### config.mk
export PLATFORM = sky130hd
export DESIGN_NAME = umcs_top
export DESIGN_NICKNAME = d
export VERILOG_FILES = /design/src/core/umcs_pkg.sv /design/src/core/umcs_top.sv
export VERILOG_INCLUDE_DIRS = /design/src /design/src/core
export SDC_FILE = /design/constraint.sdc
export NUM_CORES = 1
export LEC_CHECK = 0
export BUFFER_PORTS_ARGS = -buffer_cell sky130_fd_sc_hd__buf_2
export CORE_MARGIN = 4
export CORE_UTILIZATION = 56
export DETAILED_ROUTE_END_ITERATION = 7
export GPL_ROUTABILITY_DRIVEN = 0
export PLACE_DENSITY = 0.81
export SLEW_MARGIN = 40
export SYNTH_ARGS = -nofsm -noshare
export SYNTH_HDL_FRONTEND = slang
export SYNTH_SLANG_ARGS = --single-unit
### constraint.sdc
create_clock -name mclk_i -period 2.13 [get_ports mclk_i]
set_input_delay 0 -clock mclk_i [delete_from_list [all_inputs] [get_ports mclk_i]]
set_output_delay 0 -clock mclk_i [all_outputs]
set_load 0.05 [all_outputs]
### src/core/umcs_cfg.svh
// offsets, field positions, reset values and counts of the modem block
`ifndef UMCS_CFG_SVH
`define UMCS_CFG_SVH

// register offsets on the 3-bit host address
`define UMCS_OFF_RXD 3'h0
`define UMCS_OFF_IER 3'h1
`define UMCS_OFF_MCTL 3'h4
`define UMCS_OFF_LSR 3'h5
`define UMCS_OFF_MSR 3'h6

// field positions
`define UMCS_IER_MSI  3
`define UMCS_MCTL_DTR  0
`define UMCS_MCTL_RTS  1
`define UMCS_MCTL_OUTA 2
`define UMCS_MCTL_OUTB 3
`define UMCS_MCTL_LOOP 4
`define UMCS_MSR_TRAIL 2
`define UMCS_MSR_RING  6
`define UMCS_LSR_DR 0
`define UMCS_LSR_OE 1

// reset values
`define UMCS_MCTL_RST 5'h00
`define UMCS_IER_RST 1'h0

// receiver timing in 16x ticks, and index of the last data bit
`define UMCS_TICK_MID  4'h7
`define UMCS_TICK_BIT  4'hf
`define UMCS_LAST_BIT  3'h7

`endif

### src/core/umcs_pkg.sv
// types shared by the modem control and status block
package umcs_pkg;

   // one host register access, all fields sampled in one cycle
   typedef struct packed {
      logic [2:0] addr;
      logic [7:0] wdata;
      logic       wr;
      logic       rd;
   } umcs_req_t;

   // receiver frame states
   typedef enum logic [1:0] {
      RX_IDLE  = 2'b00,
      RX_START = 2'b01,
      RX_DATA  = 2'b10,
      RX_STOP  = 2'b11
   } umcs_rx_t;

endpackage

### src/core/umcs_top.sv
// modem control, modem status and 16x receiver of the serial element
//
// Overview of operation
// - writing one to a user output control bit drives that pin active
// - user outputs inactive high on reset, in loop mode, or bit cleared
// - receiver samples serial input on a 16x bit-rate clock from outside
// - status read returns ring indicator condition in bit 6
// - status bit 2 set after ring input rose since last status read
// - enabled modem status interrupt raised on ring rising transition
// - request-to-send pin active while its control bit is set
// - request-to-send inactive high on reset, in loop mode, or bit cleared
// - serial output forced to marking (one) on master reset
`include "umcs_cfg.svh"
`timescale 1ns/10ps
`default_nettype none

module umcs_top (
   // clock, reset, enable
   input  wire logic              mclk_i,
   input  wire logic              sys_rst_i,
   input  wire logic              ce_i,
   // host register port
   input  wire umcs_pkg::umcs_req_t host_req_i,
   output logic [7:0]             rd_data_o,
   output logic                   irq_o,
   // modem and serial pins
   input  wire logic              ring_indicator_input_n_i,
   input  wire logic              serial_in_pin_i,
   input  wire logic              rclk_i,
   output logic                   serial_out_pin_o,
   output logic                   dtr_n_o,
   output logic                   rts_n_o,
   output logic                   user_output_a_n_o,
   output logic                   user_output_b_n_o
);

   // limits a user must know:
   // - the receive clock is sampled, not used as a clock, so each of its
   //   phases must last at least three cycles of the main clock
   // - the ring pin passes two flops and an edge stage, so a rising edge
   //   reaches the status flag three cycles after it happens
   // - a ring pulse shorter than one main clock cycle may be missed
   // - loop mode parks every modem control pin at its inactive level
   //   and feeds the receiver from the idle serial output
   // - a byte whose stop bit reads low is dropped without a flag
   // - the serial output idles at marking, there is no transmitter here
   // - a clear by a read never hides an edge seen in that same cycle
   // - with the clock enable low nothing is taken and nothing moves,
   //   only the synchronous reset still acts

   // address match, shared by every register strobe
   function automatic logic sel(input logic [2:0] a,
                                input logic [2:0] o);
      return a == o;
   endfunction

   // pin synchronisers: stage 1 feeds stage 2 only
   // the third stage of ring and receive clock only serves edge detects,
   // so no logic ever looks at a possibly metastable first stage
   logic ring_s1;
   logic ring_s2;
   logic ring_s3;
   logic ser_s1;
   logic ser_s2;
   logic rc_s1;
   logic rc_s2;
   logic rc_s3;

   // host visible state
   logic [4:0] mctl;
   logic       ier_msi;
   logic       trail;
   logic [7:0] rxd;
   logic       dr;
   logic       oe;

   // receiver state
   umcs_pkg::umcs_rx_t rx_st;
   umcs_pkg::umcs_rx_t next_rx_st;
   logic [3:0] cnt;
   logic [3:0] next_cnt;
   logic [2:0] idx;
   logic [2:0] next_idx;
   logic [7:0] shf;
   logic [7:0] next_shf;
   logic       rx_done;

   // next values of host visible state
   logic [4:0] next_mctl;
   logic       next_ier_msi;
   logic       next_trail;
   logic [7:0] next_rxd;
   logic       next_dr;
   logic       next_oe;
   logic       loop_on;

   // decoded strobes
   // strobes are not gated by the enable here: every flop that they
   // feed already holds while the enable is low
   wire logic wr_mctl = host_req_i.wr & sel(host_req_i.addr, `UMCS_OFF_MCTL);
   wire logic wr_ier = host_req_i.wr & sel(host_req_i.addr, `UMCS_OFF_IER);
   wire logic rd_msr = host_req_i.rd & sel(host_req_i.addr, `UMCS_OFF_MSR);
   wire logic rd_rxd = host_req_i.rd & sel(host_req_i.addr, `UMCS_OFF_RXD);
   wire logic rd_lsr = host_req_i.rd & sel(host_req_i.addr, `UMCS_OFF_LSR);
   wire logic rd_ier = host_req_i.rd & sel(host_req_i.addr, `UMCS_OFF_IER);
   wire logic rd_mctl = host_req_i.rd & sel(host_req_i.addr, `UMCS_OFF_MCTL);

   // edge detects look only at synchronised stages
   wire logic ring_rise = ring_s2 & ~ring_s3;  // pin low to high
   wire logic tick     = rc_s2 & ~rc_s3;   // one 16x period

   // loop mode keeps the receiver on the idle line
   wire logic rx_in = loop_on ? serial_out_pin_o : ser_s2;

   // register images for reads
   wire logic [7:0] msr_val = {1'b0, ~ring_s2, 3'h0, trail, 2'h0};
   wire logic [7:0] lsr_val = {6'h00, oe, dr};
   wire logic [7:0] ier_val = {4'h0, ier_msi, 3'h0};
   wire logic [7:0] mctl_val = {3'h0, mctl};

   // read mux; unmapped offsets read zero
   wire logic [7:0] rd_mux =
      rd_msr ? msr_val :
      rd_lsr ? lsr_val :
      rd_rxd ? rxd     :
      rd_ier ? ier_val :
      rd_mctl ? mctl_val : 8'h00;

   // control and status next values
   always_comb begin
      // only the five defined control bits are kept
      next_mctl    = wr_mctl ? host_req_i.wdata[4:0] : mctl;
      next_ier_msi = wr_ier ? host_req_i.wdata[`UMCS_IER_MSI] : ier_msi;
      loop_on      = mctl[`UMCS_MCTL_LOOP];
      // a rising edge in the read cycle survives the clear, so software
      // that reads while the line moves never loses an event
      next_trail   = ring_rise | (trail & ~rd_msr);
      next_rxd     = rx_done ? shf : rxd;
      // new byte wins over the clear by a data read
      next_dr      = rx_done | (dr & ~rd_rxd);
      // overrun: byte lands while the old one is unread
      next_oe      = (rx_done & dr & ~rd_rxd) | (oe & ~rd_lsr);
   end

   // receiver: start check at mid bit, then one sample per bit
   always_comb begin
      next_rx_st = rx_st;
      next_cnt   = 4'(cnt + 4'h1);
      next_idx   = idx;
      next_shf   = shf;
      rx_done    = 1'b0;
      if (!tick) begin
         next_cnt = cnt;
      end else begin
         case (rx_st)
            umcs_pkg::RX_IDLE: begin
               next_cnt = 4'h0;
               if (!rx_in) begin
                  next_rx_st = umcs_pkg::RX_START;
               end
            end
            umcs_pkg::RX_START: begin
               if (cnt == `UMCS_TICK_MID) begin
                  // a glitch shorter than half a bit is not a start
                  next_rx_st = rx_in ? umcs_pkg::RX_IDLE
                                     : umcs_pkg::RX_DATA;
                  next_cnt   = 4'h0;
                  next_idx   = 3'h0;
               end
            end
            umcs_pkg::RX_DATA: begin
               if (cnt == `UMCS_TICK_BIT) begin
                  next_shf = {rx_in, shf[7:1]};   // lsb first
                  next_cnt = 4'h0;
                  next_idx = 3'(idx + 3'h1);
                  if (idx == `UMCS_LAST_BIT) begin
                     next_rx_st = umcs_pkg::RX_STOP;
                  end
               end
            end
            umcs_pkg::RX_STOP: begin
               if (cnt == `UMCS_TICK_BIT) begin
                  next_rx_st = umcs_pkg::RX_IDLE;
                  next_cnt   = 4'h0;
                  // a missing stop bit drops the byte
                  rx_done    = rx_in;
               end
            end
            default: begin
               next_rx_st = umcs_pkg::RX_IDLE;
               next_cnt   = 4'h0;
            end
         endcase
      end
   end

   // synchronisers, reset to the idle pin levels
   always_ff @(posedge mclk_i) begin
      if (sys_rst_i) begin
         ring_s1 <= 1'h1;
         ring_s2 <= 1'h1;
         ring_s3 <= 1'h1;
         ser_s1  <= 1'h1;
         ser_s2  <= 1'h1;
         rc_s1  <= 1'h0;
         rc_s2  <= 1'h0;
         rc_s3  <= 1'h0;
      end else if (ce_i) begin
         ring_s1 <= ring_indicator_input_n_i;
         ring_s2 <= ring_s1;
         ring_s3 <= ring_s2;
         ser_s1  <= serial_in_pin_i;
         ser_s2  <= ser_s1;
         rc_s1  <= rclk_i;
         rc_s2  <= rc_s1;
         rc_s3  <= rc_s2;
      end
   end

   // host registers
   always_ff @(posedge mclk_i) begin
      if (sys_rst_i) begin
         mctl    <= `UMCS_MCTL_RST;
         ier_msi <= `UMCS_IER_RST;
         trail   <= 1'h0;
         rxd     <= 8'h00;
         dr      <= 1'h0;
         oe      <= 1'h0;
      end else if (ce_i) begin
         mctl    <= next_mctl;
         ier_msi <= next_ier_msi;
         trail   <= next_trail;
         rxd     <= next_rxd;
         dr      <= next_dr;
         oe      <= next_oe;
      end
   end

   // receiver registers
   always_ff @(posedge mclk_i) begin
      if (sys_rst_i) begin
         rx_st <= umcs_pkg::RX_IDLE;
         cnt   <= 4'h0;
         idx   <= 3'h0;
         shf   <= 8'h00;
      end else if (ce_i) begin
         rx_st <= next_rx_st;
         cnt   <= next_cnt;
         idx   <= next_idx;
         shf   <= next_shf;
      end
   end

   // read data stands only in the cycle after the strobe
   always_ff @(posedge mclk_i) begin
      if (sys_rst_i) begin
         rd_data_o <= 8'h00;
      end else if (ce_i) begin
         rd_data_o <= host_req_i.rd ? rd_mux : 8'h00;
      end
   end

   // modem pins from next values so they follow a write by one edge;
   // loop mode forces every control pin inactive high
   always_ff @(posedge mclk_i) begin
      if (sys_rst_i) begin
         dtr_n_o           <= 1'h1;
         rts_n_o           <= 1'h1;
         user_output_a_n_o <= 1'h1;
         user_output_b_n_o <= 1'h1;
         serial_out_pin_o  <= 1'h1;
         irq_o             <= 1'h0;
      end else if (ce_i) begin
         // pins use the next value so a write shows one edge later,
         // at the cost of a little more logic ahead of these flops
         dtr_n_o <= ~(next_mctl[`UMCS_MCTL_DTR]
                      & ~next_mctl[`UMCS_MCTL_LOOP]);
         rts_n_o <= ~(next_mctl[`UMCS_MCTL_RTS]
                      & ~next_mctl[`UMCS_MCTL_LOOP]);
         user_output_a_n_o <= ~(next_mctl[`UMCS_MCTL_OUTA]
                                & ~next_mctl[`UMCS_MCTL_LOOP]);
         user_output_b_n_o <= ~(next_mctl[`UMCS_MCTL_OUTB]
                                & ~next_mctl[`UMCS_MCTL_LOOP]);
         // no transmitter here, so the line idles at marking
         serial_out_pin_o  <= 1'h1;
         irq_o             <= next_trail & next_ier_msi;
      end
   end

endmodule // umcs_top

`default_nettype wire

==> run_results.csv <==
group,metric,value,unit
pwr,power.internal,1.33,mW
cts,cts.root.buffer_cell,"clkbuf_8",
min_path,hold_path_end,"cnt[3]",
yosys,syn_nets,283,
cts,clock_latency,0.31,ns
cts,htree_levels,2,
yosys,yosysSeqAreaShare,46.0,%
placement,hpwl,3290,um
timing,period_share,87.8,%
timing,hold_viol,0,
timing,fin_tns_setup,0,ns
detailed_routing,ant_nets,0,
detailed_routing,wl_per_cell,14.4,um
min_path,worstHoldStart,"ce_i",
worst_setup_path,slowest_stage,"or4_4",
global_routing,antenna_found_initial,0,
final_layout,diodes,0,
min_path,hold_depth,4,
final_layout,mostFrequentLayoutCell,"dfxtp_1",
yosys,synth_top_family_by_area,"simple AND/OR/NAND/NOR gates",
final_layout,nets,312,
worst_setup_path,start_kind,"register",
detailed_routing,drt-vias-per-instance,5.69,
pwr,pwr-share-seq,59.7,%
cts,cts_resized,0,
detailed_routing,first_pass_iters,4,
floorplanning,initial_core_util,58.9,%
detailed_routing,drtIter0Drc,142,
timing,setup_violations,0,
worst_setup_path,worstPathArrival,2.11,ns
pwr,p_total,1.77,mW
pwr,comb_power_share,8.0,%
yosys,syn_area,2390,um2
yosys,synth-simple-area-share,18.6,%
yosys,synth_xor_area_share,0.366,%
timing,fin_crit,1.87,ns
timing,final_max_slew_viol_count,0,
yosys,ys.warnings.count,0,
timing,fmax,0.535,GHz
cts,numClockSinks,55,
floorplanning,coreArea,4060,um2
floorplanning,die-area,5380,um2
global_routing,grt_pass1_wl,8210,um
worst_setup_path,r2r_cells,5,
global_routing,grt_pass1_vias,1842,
yosys,synth_edf_count,0,
yosys,ys_async_sr_fraction,0,%
final_layout,drive_above_1_share,17.9,%
worst_setup_path,end_kind,"register",
timing,fin_skew,0.00677,ns
cts,clk_pin_slew,0.10,ns
timing,relSlewSlack,65.2,%
cts,cts_tree,"done",
worst_setup_path,cp_slowest_stage_delay,0.53,ns
pwr,clkPwrFrac,32.3,%
cts,cts_setup_buffers,0,
yosys,muxShareOfSynthArea,11.0,%
pwr,switching_share,24.7,%
final_layout,synthToLayoutAreaGrowth,14.2,%
floorplanning,fp.dieH,73.3,um
floorplanning,core.rowCount,23,
worst_setup_path,path_max_fanout,5,
timing,tightest_slew,0.515,ns
min_path,min_path_type,"primary input to register",
pwr,cellPowerDensity,646,nW/um2
yosys,synth_compound_area_share,17.2,%
worst_setup_path,worstSetupPathDepth,5,
worst_setup_path,r2r_start,"cnt[1]",
detailed_routing,drc,0,
pwr,p_leak,1.07,nW
timing,rsz0062_at_grt,"no",
placement,port-buffer-count,28,
outcome,run_status,"finished, final reports clean",
cts,clock_path_buffers,2,
final_layout,final_cell_mix,"dfxtp_1 (55), nor2_1 (33), buf_2 (28)",
detailed_routing,routed_wirelength,4900,um
flow_run,cap_violations,0,
detailed_routing,vias,1941,
worst_setup_path,crit_family,"simple AND/OR/NAND/NOR gates",
worst_setup_path,cp_cell_sequence,"ha_1, nand2_2, or4_4, or3b_1, a21oi_1",
worst_setup_path,critical_path_class,"register to register",
yosys,synth_cell_type_count,46,
global_routing,grt_use_total,19.4,%
floorplanning,die_x,73.3,um
worst_setup_path,reg2reg_to,"oe",
yosys,synthAdderAreaFrac,1.57,%
yosys,ys_ff_latch,55,
global_routing,grt_max_degree,38,
yosys,syn_inst,261,
pwr,p_switching,0.436,mW
worst_setup_path,crit_buf_inv,0,
floorplanning,num_io_pins,33,
pwr,ir_drop,0.365,mV
yosys,synthFlopType,"dfxtp_1",
worst_setup_path,worst-r2r-setup-slack,0.26,ns
global_routing,grt.overflow.total,0,
yosys,syn_avg_cell_area,9.16,um2
worst_setup_path,crit_required,2.37,ns
cts,cts_buffers,5,
stage by stage:
stage          cells  worst slack [ns]  utilization (%)  hold slack (ns)  cell area, um2
3_3_place_gp     324             0.355             62.9            0.209            2550
3_5_place_dp     324             0.295             62.9            0.214            2550
6_report         341             0.260             67.3            0.110            2730
2_1_floorplan    261             0.296                -            0.122            2390
4_1_cts          341             0.273             67.3            0.109            2730
5_1_grt          341             0.185             67.3            0.146            2730
worst register-to-register path, delay by kind of cell (launching register included):
family	cells	cell delay, ns
compound gates	1	0.16
flops	1	0.38
simple gates	3	1.00
fa+ha+maj	1	0.27
cells in the mapped netlist (4+ instances only):
library cell / number / share of area (%)
a211o_1: 6 / 2.2
a21oi_1: 19 / 4.0
buf_2: 4 / 0.84
clkbuf_1: 11 / 1.7
dfxtp_1: 55 / 46
inv_1: 6 / 0.94
mux2i_1: 24 / 10
nand2_1: 19 / 3.0
nand3_1: 12 / 2.5
nor2_1: 33 / 5.2
nor2b_1: 10 / 2.6
o21ai_0: 6 / 1.3
o32a_1: 4 / 1.7
o32ai_1: 4 / 1.5
registers in the layout (all words and copies together) (netlist names), 3 cells and up, named ones only:
name       count
rd_data_o      8
cnt            4
rxd            8
idx            3
shf            8
mctl           5
cell type report:
| class | count | area (um2) |
|---|---|---|
| Clock buffer | 5 | 68.8 |
| Clock inverter | 3 | 20.0 |
| Fill cell | 329 | 1330 |
| Inverter | 6 | 22.5 |
| Multi-Input combinational cell | 179 | 1180 |
| Sequential cell | 55 | 1100 |
| Tap cell | 50 | 62.6 |
| Timing Repair Buffer | 43 | 275 |
power groups by stage:
stage                     Combinational (mW)  Clock [mW]  Sequential (mW)
after detailed placement               0.127           0             1.08
after floorplan                       0.0861           0             1.08
after global placement                 0.126           0             1.08
after CTS                              0.140       0.586             1.05
final                                  0.142       0.570             1.05
after global routing                   0.157       0.619             1.06
kinds of logic after synthesis:
kind of cell / count (synthesis)
muxes: 26
buffers and inverters: 27
and+or+nand+nor: 89
AOI/OAI and AO/OA: 59
DFF: 55
adders and majority gates: 3
xor gates and xnor gates: 1
other: 1
routing by layer:
| metal | global-route usage (%) | share of wire [%] | vias to the layer above |
|---|---|---|---|
| met1 | 25.4 | 47 | 894 |
| met3 | 6.02 | 6.1 | 9 |
| li1 | - | - | 987 |
| met4 | 8.45 | 2.0 | 0 |
| met5 | 0 | 0 | - |
| met2 | 29.5 | 45 | 51 |
worst max-delay path by stage:
stage / start / endpoint / slack, ns
6_report: cnt[1] / oe / 0.26
5_1_grt: cnt[0] / oe / 0.18
4_1_cts: cnt[0] / oe / 0.27
3_5_place_dp: cnt[0] / oe / 0.30
3_3_place_gp: cnt[0] / oe / 0.36
2_1_floorplan: cnt[0] / oe / 0.30
what timing repair did:
action | in CTS | in global routing
hold buffers | 9 | 0
endpoints found under the hold margin | 9 | 0
setup endpoints to repair | 0 | 0
Note: power is estimated with default switching activity, not from simulation.
